## config.mk

```make
export PLATFORM = sky130hd
export DESIGN_NAME = hscl_top
export DESIGN_NICKNAME = d
export VERILOG_FILES = /design/src/hdl/hscl_flag_latch.v /design/src/hdl/hscl_clk_gen.v /design/src/hdl/hscl_top.v
export VERILOG_INCLUDE_DIRS = /design/src /design/src/hdl
export SDC_FILE = /design/constraint.sdc
export NUM_CORES = 1
export LEC_CHECK = 0
export BUFFER_PORTS_ARGS = -buffer_cell sky130_fd_sc_hd__buf_2
export CAP_MARGIN = 20
export CORE_UTILIZATION = 58
export DETAILED_ROUTE_END_ITERATION = 10
export GPL_ROUTABILITY_DRIVEN = 0
export PLACE_DENSITY_LB_ADDON = 0.3
export SLEW_MARGIN = 40
export SYNTH_ARGS = -nofsm -noshare
export SYNTH_HDL_FRONTEND = slang
export SYNTH_SLANG_ARGS = --single-unit
```

## constraint.sdc

```tcl
create_clock -name clk -period 5.9 [get_ports clk]
set_input_delay 0 -clock clk [delete_from_list [all_inputs] [get_ports clk]]
set_output_delay 0 -clock clk [all_outputs]
set_load 0.05 [all_outputs]
```

## src/hdl/hscl_regs.vh

```
// register map, field positions and reset values of the status/clock block
`ifndef HSCL_REGS_VH
`define HSCL_REGS_VH

// word indexes; byte address is four times the index
`define HSCL_IDX_STATUS 8'h14
`define HSCL_IDX_CLKCTL 8'h15
`define HSCL_IDX_IRQ_STAT 8'h20
`define HSCL_IDX_IRQ_MASK 8'h21

// status register layout
`define HSCL_ST_MAIN_OVR 0
`define HSCL_ST_MAIN_UND 1
`define HSCL_ST_ALT_OVR 2
`define HSCL_ST_ALT_UND 3
`define HSCL_ST_TX0 8
`define HSCL_ST_TX1 9
`define HSCL_ST_RX0 10
`define HSCL_ST_RX1 11
`define HSCL_ST_TX2 12
`define HSCL_ST_TX3 13
`define HSCL_ST_RX2 14
`define HSCL_ST_RX3 15
`define HSCL_STATUS_RST 16'h0000

// clock output control layout
`define HSCL_CC_EN 9
`define HSCL_CC_SLEEP 8
`define HSCL_CC_DIV_HI 7
`define HSCL_CC_DIV_LO 4
`define HSCL_CC_SEL_HI 3
`define HSCL_CC_SEL_LO 0
`define HSCL_CC_RST 10'h280
`define HSCL_MASK_RST 16'h0000

// divide codes
`define HSCL_DIV_1 4'h0
`define HSCL_DIV_2 4'h4
`define HSCL_DIV_4 4'h8
`define HSCL_DIV_16 4'h9
`define HSCL_DIV_5 4'hc
`define HSCL_DIV_10 4'hd
`define HSCL_DIV_20 4'he
`define HSCL_DIV_25 4'hf

// clock source indexes on the source bus
`define HSCL_SRC_A_RX 3'h0
`define HSCL_SRC_A_TX 3'h1
`define HSCL_SRC_L03_RX 3'h2
`define HSCL_SRC_L03_TX 3'h3
`define HSCL_SRC_B_RX 3'h4
`define HSCL_SRC_B_TX 3'h5
`define HSCL_SRC_L47_RX 3'h6

`endif

```

## src/hdl/hscl_flag_latch.v

```verilog
// latched-high status flags with pin synchronisers
`timescale 1ns/1ps
module hscl_flag_latch #(
  parameter W = 16
) (
  // clock and reset
  input wire clk,
  input wire rst,
  // raw conditions from pins and same-domain qualifiers
  input wire [W-1:0] cond_pin,
  input wire [W-1:0] qual,
  // clear request for flags that software has just read
  input wire [W-1:0] clr,
  // latched flags and one-cycle set events
  output reg [W-1:0] flag_reg,
  output reg [W-1:0] set_ev_reg
);
  reg [W-1:0] meta_reg;
  reg [W-1:0] sync_reg;
  wire [W-1:0] live;
  wire [W-1:0] flag_next;

  genvar i;
  generate
    for (i = 0; i < W; i = i + 1) begin : g_sync
      always @(posedge clk or posedge rst) begin
        if (rst) begin
          meta_reg[i] <= 1'b0;
          sync_reg[i] <= 1'b0;
        end else begin
          meta_reg[i] <= cond_pin[i];
          sync_reg[i] <= meta_reg[i];
        end
      end
    end
  endgenerate

  assign live = sync_reg & qual;
  // a live condition beats the clear, so nothing is lost on a read
  assign flag_next = (flag_reg & ~clr) | live;

  always @(posedge clk or posedge rst) begin
    if (rst) begin
      flag_reg <= {W{1'b0}};
      set_ev_reg <= {W{1'b0}};
    end else begin
      flag_reg <= flag_next;
      set_ev_reg <= flag_next & ~flag_reg;
    end
  end
endmodule // hscl_flag_latch

```

## src/hdl/hscl_clk_gen.v

```verilog
// clock output source select, divider, enable and sleep
`timescale 1ns/1ps
`include "hscl_regs.vh"
module hscl_clk_gen #(
  parameter NSRC = 7
) (
  // clock and reset
  input wire clk,
  input wire rst,
  // candidate byte clocks from the pins
  input wire [NSRC-1:0] src_pin,
  // control fields
  input wire [3:0] sel,
  input wire [3:0] div,
  input wire en,
  input wire sleep,
  // differential output and power state
  output reg out_p_reg,
  output reg out_n_reg,
  output reg awake_reg
);
  reg [NSRC-1:0] meta_reg;
  reg [NSRC-1:0] sync_reg;
  reg last_reg;
  reg [4:0] cnt_reg;
  reg [2:0] src_idx;
  reg [4:0] ratio;
  reg level;
  reg phase;

  genvar i;
  generate
    for (i = 0; i < NSRC; i = i + 1) begin : g_sync
      always @(posedge clk or posedge rst) begin
        if (rst) begin
          meta_reg[i] <= 1'b0;
          sync_reg[i] <= 1'b0;
        end else begin
          meta_reg[i] <= src_pin[i];
          sync_reg[i] <= meta_reg[i];
        end
      end
    end
  endgenerate

  always @* begin
    // unlisted or doubtful codes fall back to macro A recovered clock
    src_idx = `HSCL_SRC_A_RX;
    if (sel[3:2] == 2'b00 && sel[0] == 1'b0)
      src_idx = `HSCL_SRC_A_RX;
    else if (sel[3:2] == 2'b00)
      src_idx = `HSCL_SRC_A_TX;
    else if (sel == 4'h6)
      src_idx = `HSCL_SRC_L03_RX;
    else if (sel == 4'h7)
      src_idx = `HSCL_SRC_L03_TX;
    else if (sel[3:2] == 2'b10 && sel[0] == 1'b0)
      src_idx = `HSCL_SRC_B_RX;
    else if (sel[3:2] == 2'b10)
      src_idx = `HSCL_SRC_B_TX;
    else if (sel == 4'he)
      src_idx = `HSCL_SRC_L47_RX;
    level = sync_reg[src_idx];
    case (div)
      `HSCL_DIV_1: ratio = 5'd1;
      `HSCL_DIV_2: ratio = 5'd2;
      `HSCL_DIV_4: ratio = 5'd4;
      `HSCL_DIV_16: ratio = 5'd16;
      `HSCL_DIV_5: ratio = 5'd5;
      `HSCL_DIV_10: ratio = 5'd10;
      `HSCL_DIV_20: ratio = 5'd20;
      `HSCL_DIV_25: ratio = 5'd25;
      default: ratio = 5'd4;
    endcase
    phase = (ratio == 5'd1) ? level : (cnt_reg < (ratio >> 1));
  end

  always @(posedge clk or posedge rst) begin
    if (rst) begin
      last_reg <= 1'b0;
      cnt_reg <= 5'd0;
      out_p_reg <= 1'b0;
      out_n_reg <= 1'b0;
      awake_reg <= 1'b0;
    end else begin
      last_reg <= level;
      if (level && !last_reg)
        cnt_reg <= (cnt_reg >= ratio - 5'd1) ? 5'd0 : cnt_reg + 5'd1;
      awake_reg <= ~sleep;
      if (sleep) begin
        // powered down: both legs released low
        out_p_reg <= 1'b0;
        out_n_reg <= 1'b0;
      end else if (!en) begin
        out_p_reg <= 1'b0;
        out_n_reg <= 1'b1;
      end else begin
        out_p_reg <= phase;
        out_n_reg <= ~phase;
      end
    end
  end
endmodule // hscl_clk_gen

```

## src/hdl/hscl_top.v

```verilog
// status register and clock output control behind an apb slave
//
// Implementation choice: the APB slave port.
`timescale 1ns/1ps
`include "hscl_regs.vh"
module hscl_top (
  // clock and reset
  input wire clk,
  input wire rst,

  // apb slave
  input wire [11:0] paddr,
  input wire psel,
  input wire penable,
  input wire pwrite,
  input wire [31:0] pwdata,
  input wire [3:0] pstrb,
  output reg [31:0] prdata,
  output reg pready,
  output reg pslverr,

  // lane alignment indications from the datapaths
  input wire tx_group0_aligned,
  input wire tx_group1_aligned,
  input wire tx_group2_aligned,
  input wire tx_group3_aligned,
  input wire rx_group0_aligned,
  input wire rx_group1_aligned,
  input wire rx_group2_aligned,
  input wire rx_group3_aligned,

  // receive fifo fault indications
  input wire main_rx_fifo_overrun,
  input wire main_rx_fifo_underrun,
  input wire alt_rx_fifo_overrun,
  input wire alt_rx_fifo_underrun,
  input wire alt_rx_selected,

  // candidate byte clocks
  input wire macro_a_rx_byte_clk,
  input wire macro_a_tx_byte_clk,
  input wire lanes03_rx_byte_clk,
  input wire lanes03_tx_byte_clk,
  input wire macro_b_rx_byte_clk,
  input wire macro_b_tx_byte_clk,
  input wire lanes47_rx_byte_clk,

  // clock output pins and power state
  output reg clock_output_pins_p,
  output reg clock_output_pins_n,
  output reg clock_output_awake,

  // interrupt
  output reg irq
);

  // apb phase, one-hot: idle or answering
  localparam [1:0] APB_IDLE = 2'b01;
  localparam [1:0] APB_ANSWER = 2'b10;
  reg [1:0] apb_state_reg;
  reg [1:0] apb_state_next;
  reg [31:0] prdata_reg;
  reg pready_reg;
  reg pslverr_reg;
  wire access;
  wire done;

  // decode
  reg hit_status;
  reg hit_ctl;
  reg hit_ist;
  reg hit_imask;
  reg mapped;

  // registers
  reg [9:0] clkctl_reg;
  reg [9:0] clkctl_next;
  reg [15:0] ist_reg;
  reg [15:0] ist_next;
  reg [15:0] imask_reg;
  reg [15:0] imask_next;
  reg irq_reg;

  // alternate source qualifier, two-stage synchroniser
  reg alt_meta_reg;
  reg alt_sync_reg;

  // status flags
  wire [15:0] cond_pin;
  wire [15:0] qual;
  wire [15:0] status_flags;
  wire [15:0] status_events;
  reg [15:0] status_clr;

  // read mux
  reg [31:0] rdata_next;

  // clock generator outputs
  wire gen_p;
  wire gen_n;
  wire gen_awake;

  // completion strobes, one per register action
  wire wr_done;
  wire rd_done;
  wire wr_ctl;
  wire wr_ist;
  wire wr_imask;
  wire rd_status;
  wire [15:0] irq_pend;

  // a request is answered one cycle after its first access cycle
  assign access = psel & penable & (apb_state_reg == APB_IDLE);
  assign done = psel & penable & (apb_state_reg == APB_ANSWER);

  // state changes only on the completing edge, so a request that the
  // master abandons before pready leaves every register untouched
  assign wr_done = done & pwrite;
  assign rd_done = done & ~pwrite;
  assign wr_ctl = wr_done & hit_ctl;
  assign wr_ist = wr_done & hit_ist;
  assign wr_imask = wr_done & hit_imask;
  assign rd_status = rd_done & hit_status;

  // apb state: pready stands one cycle, then the slave is idle again
  always @* begin
    apb_state_next = apb_state_reg;
    case (apb_state_reg)
      APB_IDLE: begin
        if (access)
          apb_state_next = APB_ANSWER;
      end
      APB_ANSWER: begin
        apb_state_next = APB_IDLE;
      end
      default: begin
        apb_state_next = APB_IDLE;
      end
    endcase
  end

  // address decode
  always @* begin
    hit_status = 1'b0;
    hit_ctl = 1'b0;
    hit_ist = 1'b0;
    hit_imask = 1'b0;
    if (paddr[11:10] != 2'b00 || paddr[1:0] != 2'b00) begin
      hit_status = 1'b0;
    end else if (paddr[9:2] == `HSCL_IDX_STATUS) begin
      hit_status = 1'b1;
    end else if (paddr[9:2] == `HSCL_IDX_CLKCTL) begin
      hit_ctl = 1'b1;
    end else if (paddr[9:2] == `HSCL_IDX_IRQ_STAT) begin
      hit_ist = 1'b1;
    end else if (paddr[9:2] == `HSCL_IDX_IRQ_MASK) begin
      hit_imask = 1'b1;
    end
    mapped = hit_status | hit_ctl | hit_ist | hit_imask;
  end

  // read data
  always @* begin
    rdata_next = 32'h0000_0000;
    if (hit_status) begin
      rdata_next = {16'h0000, status_flags};
    end else if (hit_ctl) begin
      rdata_next = {22'h00_0000, clkctl_reg};
    end else if (hit_ist) begin
      rdata_next = {16'h0000, ist_reg};
    end else if (hit_imask) begin
      rdata_next = {16'h0000, imask_reg};
    end
  end

  // apb answer
  always @(posedge clk or posedge rst) begin
    if (rst) begin
      apb_state_reg <= APB_IDLE;
      pready_reg <= 1'b0;
      pslverr_reg <= 1'b0;
      prdata_reg <= 32'h0000_0000;
    end else begin
      apb_state_reg <= apb_state_next;
      pready_reg <= (apb_state_next == APB_ANSWER);
      if (access) begin
        pslverr_reg <= ~mapped;
        prdata_reg <= pwrite ? 32'h0000_0000 : rdata_next;
      end else if (done) begin
        pslverr_reg <= 1'b0;
      end
    end
  end

  always @* begin
    pready = pready_reg;
    pslverr = pslverr_reg & pready_reg;
    prdata = prdata_reg;
  end

  // only bits actually returned to software are cleared, so an event
  // landing between capture and completion stays latched
  always @* begin
    status_clr = 16'h0000;
    if (rd_status)
      status_clr = prdata_reg[15:0];
  end

  // alternate source select is a pin level
  always @(posedge clk or posedge rst) begin
    if (rst) begin
      alt_meta_reg <= 1'b0;
      alt_sync_reg <= 1'b0;
    end else begin
      alt_meta_reg <= alt_rx_selected;
      alt_sync_reg <= alt_meta_reg;
    end
  end

  // status bit map
  assign cond_pin[`HSCL_ST_MAIN_OVR] = main_rx_fifo_overrun;
  assign cond_pin[`HSCL_ST_MAIN_UND] = main_rx_fifo_underrun;
  assign cond_pin[`HSCL_ST_ALT_OVR] = alt_rx_fifo_overrun;
  assign cond_pin[`HSCL_ST_ALT_UND] = alt_rx_fifo_underrun;
  assign cond_pin[7:4] = 4'h0;
  assign cond_pin[`HSCL_ST_TX0] = tx_group0_aligned;
  assign cond_pin[`HSCL_ST_TX1] = tx_group1_aligned;
  assign cond_pin[`HSCL_ST_RX0] = rx_group0_aligned;
  assign cond_pin[`HSCL_ST_RX1] = rx_group1_aligned;
  assign cond_pin[`HSCL_ST_TX2] = tx_group2_aligned;
  assign cond_pin[`HSCL_ST_TX3] = tx_group3_aligned;
  assign cond_pin[`HSCL_ST_RX2] = rx_group2_aligned;
  assign cond_pin[`HSCL_ST_RX3] = rx_group3_aligned;

  // alternate fifo faults count only while that source is in use
  assign qual = {12'hfff, alt_sync_reg, alt_sync_reg, 2'b11};

  hscl_flag_latch #(
    .W(16)
  ) u_flags (
    .clk(clk),
    .rst(rst),
    .cond_pin(cond_pin),
    .qual(qual),
    .clr(status_clr),
    .flag_reg(status_flags),
    .set_ev_reg(status_events)
  );

  // clock output control register, only bits 9..0 are stored
  always @* begin
    clkctl_next = clkctl_reg;
    if (wr_ctl) begin
      if (pstrb[0])
        clkctl_next[7:0] = pwdata[7:0];
      if (pstrb[1])
        clkctl_next[9:8] = pwdata[9:8];
    end
  end

  always @(posedge clk or posedge rst) begin
    if (rst)
      clkctl_reg <= `HSCL_CC_RST;
    else
      clkctl_reg <= clkctl_next;
  end

  // interrupt status: set beats a same-cycle write-one clear
  always @* begin
    ist_next = ist_reg;
    if (wr_ist) begin
      if (pstrb[0])
        ist_next[7:0] = ist_next[7:0] & ~pwdata[7:0];
      if (pstrb[1])
        ist_next[15:8] = ist_next[15:8] & ~pwdata[15:8];
    end
    ist_next = ist_next | status_events;
  end

  always @* begin
    imask_next = imask_reg;
    if (wr_imask) begin
      if (pstrb[0])
        imask_next[7:0] = pwdata[7:0];
      if (pstrb[1])
        imask_next[15:8] = pwdata[15:8];
    end
  end

  // irq is registered from the next values, so it rises with its status bit
  assign irq_pend = ist_next & imask_next;

  always @(posedge clk or posedge rst) begin
    if (rst) begin
      ist_reg <= `HSCL_STATUS_RST;
      imask_reg <= `HSCL_MASK_RST;
      irq_reg <= 1'b0;
    end else begin
      ist_reg <= ist_next;
      imask_reg <= imask_next;
      irq_reg <= |irq_pend;
    end
  end

  always @* begin
    irq = irq_reg;
  end

  // clock output path
  hscl_clk_gen #(
    .NSRC(7)
  ) u_clk (
    .clk(clk),
    .rst(rst),
    .src_pin({lanes47_rx_byte_clk, macro_b_tx_byte_clk,
              macro_b_rx_byte_clk, lanes03_tx_byte_clk,
              lanes03_rx_byte_clk, macro_a_tx_byte_clk,
              macro_a_rx_byte_clk}),
    .sel(clkctl_reg[`HSCL_CC_SEL_HI:`HSCL_CC_SEL_LO]),
    .div(clkctl_reg[`HSCL_CC_DIV_HI:`HSCL_CC_DIV_LO]),
    .en(clkctl_reg[`HSCL_CC_EN]),
    .sleep(clkctl_reg[`HSCL_CC_SLEEP]),
    .out_p_reg(gen_p),
    .out_n_reg(gen_n),
    .awake_reg(gen_awake)
  );

  // pins come straight from the generator's flip-flops
  always @* begin
    clock_output_pins_p = gen_p;
    clock_output_pins_n = gen_n;
    clock_output_awake = gen_awake;
  end

endmodule // hscl_top

```

* After elaboration in Yosys (flattened, before gate mapping)
Memories as Yosys holds them, arrays and structs flattened.
Cells that the tools add are included.
** Word-level totals
- Flip-flop bits (word level) :: 160
- Input port bits :: 73
- ROM bits :: 80
- Memories kept :: 1
** Memory list
- (name not given) :: depth 16, bits a word 5, read ports 1, clocked after memory_dff 0, wr ports 0, line hscl_clk_gen.v:64 : case (div)
** Operators by class
- Eq/ne operators :: 12
- Bitwise logic cells :: 30
- Magnitude comparators :: 3
- Reductions and logical operators :: 12
- Muxes and demuxes :: 45
- Add/subtract/negate cells :: 2
** Operators with widths (count)
- 16-bit two-way mux :: 7
- 16-bit bitwise AND :: 4
- 32-bit two-way mux :: 1
- 8-bit two-way mux :: 4
- 16-bit inverter :: 2
- 16-bit OR :: 2
- 1-bit two-way mux :: 22
- 3-bit two-way mux :: 7
- 8-bit bitwise AND :: 2
- 8-bit by 5-bit == test with 1-bit output (second input constant) :: 2
- 8-bit by 6-bit == test with 1-bit output (second input constant) :: 2
- 8-bit inverter :: 2
- 16-bit OR reduction :: 1
- 1-bit bitwise AND :: 10
- 4-bit by 3-bit == test with 1-bit output (second input constant) :: 2
- 2-bit == test (second input constant) :: 3
- 2-bit nonzero test :: 3
- 5-bit by 1-bit adder with 5-bit output (second input constant) :: 1
- 5-bit by 1-bit == test with 1-bit output (second input constant) :: 1
- 5-bit >= comparator :: 1
- 5-bit by 4-bit less-than comparator with 1-bit output :: 1
- 5-bit two-way mux :: 1
- 1-bit inverter :: 5
- 5-bit by 1-bit subtractor with 5-bit output (second input constant) :: 1
- 11 further kinds :: 17

* Depth between registers and ports, before layout
- Depth in word-level cells :: 14
- Mapped depth :: 12
- Depth with buffers taken out :: 12

* Cells and area by module
From an unflattened synthesis, not the netlist that was laid out.
** Second synthesis, totals
- Cells, all modules :: 584
- Area, all modules :: 6555.0 um2
** Modules (own cells, without submodules)
- hscl_top :: times used 1, area each 3375.7 um2, sequential area each 1630.3 um2, cells an instance 345
- hscl_flag_latch :: times used 1, area each 1925.6 um2, sequential area each 1601.5 um2, cells an instance 129
- hscl_clk_gen :: times used 1, area each 1253.7 um2, sequential area each 575.6 um2, cells an instance 110

* Least setup slack after synthesis
Ideal clock, no wire load.
- Kind :: reg-to-reg
- Start point :: reg clkctl_reg[4]
- End point :: reg u_clk.cnt_reg[2]
- Period minus slack after synthesis :: 2.782 ns
- Buffers on the path :: 0
- Arrival :: 2.715 ns
- Path slack :: 3.118 ns
- Setup time :: 0.066 ns
- Cell stages (with the launch flop) :: 11
- Path through :: dfrtp_1 > inv_1 > ha_1 > or3b_2 > a31oi_1 > xor2_1 > ha_1 > a21o_1 > a21o_1 > a2111oi_0 > a221o_1
** Between the ends
- Longest elaborated chain between the ends :: 4
** RTL lines
- from (decl) :: line hscl_top.v:76 : reg [9:0] clkctl_reg;
- from (signal assigned) :: line hscl_top.v:263 : clkctl_reg <= `HSCL_CC_RST;
- from (signal assigned) :: line hscl_top.v:265 : clkctl_reg <= clkctl_next;
- memory 16 x 5 bit
- 5-bit by 1-bit subtractor with 5-bit output :: line hscl_clk_gen.v:88 : cnt_reg <= (cnt_reg >= ratio - 5'd1) ? 5'd0 : cnt_reg + 5'd1;
- 5-bit >= comparator :: line hscl_clk_gen.v:88
- 5-bit two-way mux :: line hscl_clk_gen.v:88
- to (signal assigned) :: line hscl_clk_gen.v:88
- to (decl) :: line hscl_clk_gen.v:25 : reg [4:0] cnt_reg;
Every way passes these cells.
A chain may end at the register's enable or synchronous reset.

* Worst setup path in the final report
Ends and elaborated chain as after synthesis.

==> run_results.csv <==
group,metric,value,unit
floorplan,die_y,105,µm
pwr,vdd.ir_drop.worst,0.242,mV
run_status,outcome,"finished, final reports clean",
floorplan,num_io_pins,111,
worst_setup_path,cp_top_family,"compound AO/OA/AOI/OAI gates",
logic_synthesis,synth-seq-area-share,58.3,%
cells_and_area,layout.cells.most_common,"dfrtp_1",
min_path,hold_class,"in2async",
detailed_routing,drt_iter0_markers,331,
logic_synthesis,synth_cell_types,56,
cts,numCtsBuffers,17,
sta,rsz0062_at_grt,"false",
global_route,grt_pass1_vias,4695,
logic_synthesis,synth_top_family_by_area,"compound AO/OA/AOI/OAI gates",
floorplan,initial_utilization,60.0,%
worst_setup_path,endpoint_kind,"register",
cts,insertion_delay,0.53,ns
cts,clk_pin_slew,0.06,ns
floorplan,die_w,105,µm
detailed_routing,drtAntennaViolNets,0,
logic_synthesis,synthAdderAreaFrac,2.83,%
worst_setup_path,path_max_fanout,5,
worst_setup_path,cp_cell_sequence,"inv_1 > ha_1 > or3b_2 > a31oi_1 > xor2_1 > ha_1 > a21o_1 > a21o_1 > a2111oi_0 > a221o_1",
sta,period_minus_slack,3.11,ns
cts,htree_levels,4,
logic_synthesis,avgSynthCellArea,12.0,µm²
floorplan,row_count,37,
pwr,p_leak,0.00352,µW
logic_synthesis,ys_warn_count,0,
cells_and_area,num_antenna_cells,0,
floorplan,core-area,10300,µm²
logic_synthesis,synth-compound-area-share,15.1,%
logic_synthesis,synth-simple-area-share,13.4,%
logic_synthesis,async_flop_share,100,%
worst_setup_path,worstPathArrival,3.58,ns
sta,hold_viol,0,
cts,cts_num_sinks,144,
sta,timing.fmax,322,MHz
cells_and_area,layout-drive-gt1-share,22.3,%
worst_setup_path,cpPeakStageDelay,0.46,ns
global_route,grt_use_total,27.5,%
cts,tritoncts,"done",
cells_and_area,final_nets,730,
detailed_routing,via_per_inst,5.86,
cts,clock_path_buffers,2,
detailed_routing,drc,0,
global_route,grt_pass1_wl,23200,µm
global_route,grt-ovfl-total,0,
logic_synthesis,syn_area,6190,µm²
logic_synthesis,synth_edf_count,0,
worst_setup_path,slowest_stage,"or3b_2",
detailed_routing,wl,14100,µm
flow_run,maxCapViolCount,0,
cells_and_area,areaGrowthSynthToFinish,24.7,%
logic_synthesis,synth_xor_area_share,0.424,%
sta,finalSetupViolations,0,
logic_synthesis,synth_ff_type,"dfrtp_1",
placement,dp_hpwl,8580,µm
logic_synthesis,ys_ff_latch,144,
logic_synthesis,synthMuxAreaShare,5.38,%
worst_setup_path,setup.worst_path.class,"reg2reg",
sta,finClkSkew,0.00493,ns
detailed_routing,vias,4644,
global_route,antenna_found_initial,0,
worst_setup_path,required,6.37,ns
worst_setup_path,worst_setup_path_start_kind,"register",
detailed_routing,first_pass_iters,5,
worst_setup_path,crit_buf_inv,1,
cells_and_area,final_cell_mix,"dfrtp_1 (141), buf_2 (76), dlygate4sd3_1 (46)",
detailed_routing,routedWlPerCell,17.8,µm
cts,cts_root_buffer,"clkbuf_8",
global_route,grt_max_degree,81,
sta,fin_crit_sh,52.6,%
sta,fin_setup_tns,0,ns
pwr,cellPowerDensity,295,nW/µm²
cts,post_cts.repair.setup_buffers,0,
floorplan,die_area,11100,µm²
pwr,p_total,2280,µW
sta,worst_slew_pin_slew,0.790,ns
logic_synthesis,synthCells,518,
placement,portBuffers,76,
sta,relSlewSlack,47.3,%
sta,drv_slew,0,
-- cell type report --
cell class,instances,area [µm²]
flip-flops and latches,144,3610
fillers,659,2600
multi-input cells,341,2380
repair buffers,127,882
clock buffers,22,473
well taps,136,170
clock inverters,10,156
inverters,12,50.0
-- synthesized netlist by cell type, types with 2 or more instances --
cell | count | area, µm²
nor4b_1 | 4 | 35.0
inv_1 | 12 | 45.0
nand4b_1 | 4 | 35.0
a221oi_1 | 4 | 35.0
nand2_1 | 38 | 143
o22ai_1 | 7 | 43.8
a21o_1 | 14 | 105
or2_2 | 3 | 18.8
a21oi_1 | 5 | 25.0
or4_4 | 3 | 33.8
nand2b_1 | 18 | 113
a22o_1 | 16 | 140
mux2_2 | 16 | 180
dfrtp_1 | 141 | 3530
nor2b_1 | 13 | 81.3
nor2_1 | 25 | 93.8
a2111oi_0 | 4 | 35.0
a22oi_1 | 7 | 52.6
clkbuf_1 | 17 | 63.8
buf_6 | 2 | 22.5
a21boi_0 | 13 | 97.6
mux2i_1 | 13 | 130
a21boi_1 | 2 | 15.0
a31oi_1 | 4 | 25.0
nand4_1 | 14 | 87.6
o32a_1 | 12 | 120
o21ai_0 | 22 | 110
o41ai_1 | 4 | 35.0
nor3b_1 | 2 | 15.0
and2_1 | 4 | 25.0
o31ai_1 | 2 | 15.0
buf_1 | 2 | 7.51
dfstp_2 | 3 | 78.8
ha_1 | 14 | 175
nand3_1 | 16 | 80.1
buf_4 | 16 | 120
buf_2 | 2 | 10.0
xnor2_1 | 2 | 17.5
-- where the power goes --
| part | internal (µW) | total (µW) | switching [µW] |
|---|---|---|---|
| Sequential | 1010 | 1020 | 11.0 |
| Clock | 730 | 1120 | 395 |
| Combinational | 48.8 | 129 | 80.7 |
-- path summary, 6_finish.rpt --
| path | depth (start not counted) | slack [ns] | to | startpoint |
|---|---|---|---|---|
| max | 10 | 2.79 | u_clk.cnt_reg[2] | clkctl_reg[4] |
| min | 3 | 0.09 | u_flags.meta_reg[3] | rst |
| max reg2reg | 10 | 2.79 | u_clk.cnt_reg[2] | clkctl_reg[4] |
| min reg2reg | 0 | 0.35 | u_clk.sync_reg[2] | u_clk.meta_reg[2] |
| max in group asynchronous | 4 | 4.72 | imask_reg[4] | rst |
| min in group clk | 4 | 0.10 | pslverr_reg | paddr[7] |
-- what timing repair did --
item	in CTS	in global routing
hold endpoints to repair	131	0
hold buffers	46	0
resized for setup	0	0
-- per-stage QoR --
| stage | area [µm²] | setup slack, ns | instances | hold slack (ns) | util, % |
|---|---|---|---|---|---|
| floorplan | 6260 | 2.04 | 537 | 0.0314 | - |
| global placement | 6620 | 2.90 | 714 | 0.0964 | 64.1 |
| detailed placement | 6630 | 2.81 | 714 | 0.109 | 64.2 |
| CTS | 7720 | 2.79 | 792 | 0.0765 | 74.8 |
| global route | 7720 | 2.55 | 792 | 0.0963 | 74.8 |
| finish | 7720 | 2.79 | 792 | 0.0905 | 74.8 |
-- kinds of logic after synthesis --
logic type / count (synthesis)
other: 1
buffers and inverters: 52
multiplexers: 30
AO/OA/AOI/OAI: 122
flip-flops: 144
adder cells (fa/ha/maj): 14
XOR/XNOR: 3
AND/OR/NAND/NOR: 152
-- per-layer routing --
metal / global-route usage [%] / wire [µm]
met4: 10.5 / 315
met1: 36.8 / 6070
met2: 43.7 / 6860
met5: 0 / 0
met3: 6.93 / 828
-- worst reg2reg max path, stage by stage, from the launching register on --
cell and delay [ns]:
dfrtp_1 0.44, inv_1 0.11, ha_1 0.23, or3b_2 0.46, a31oi_1 0.45, xor2_1 0.19, ha_1 0.25, a21o_1 0.16
a21o_1 0.19, a2111oi_0 0.40, a221o_1 0.16
No activity file was read; power rests on OpenSTA's default activity.
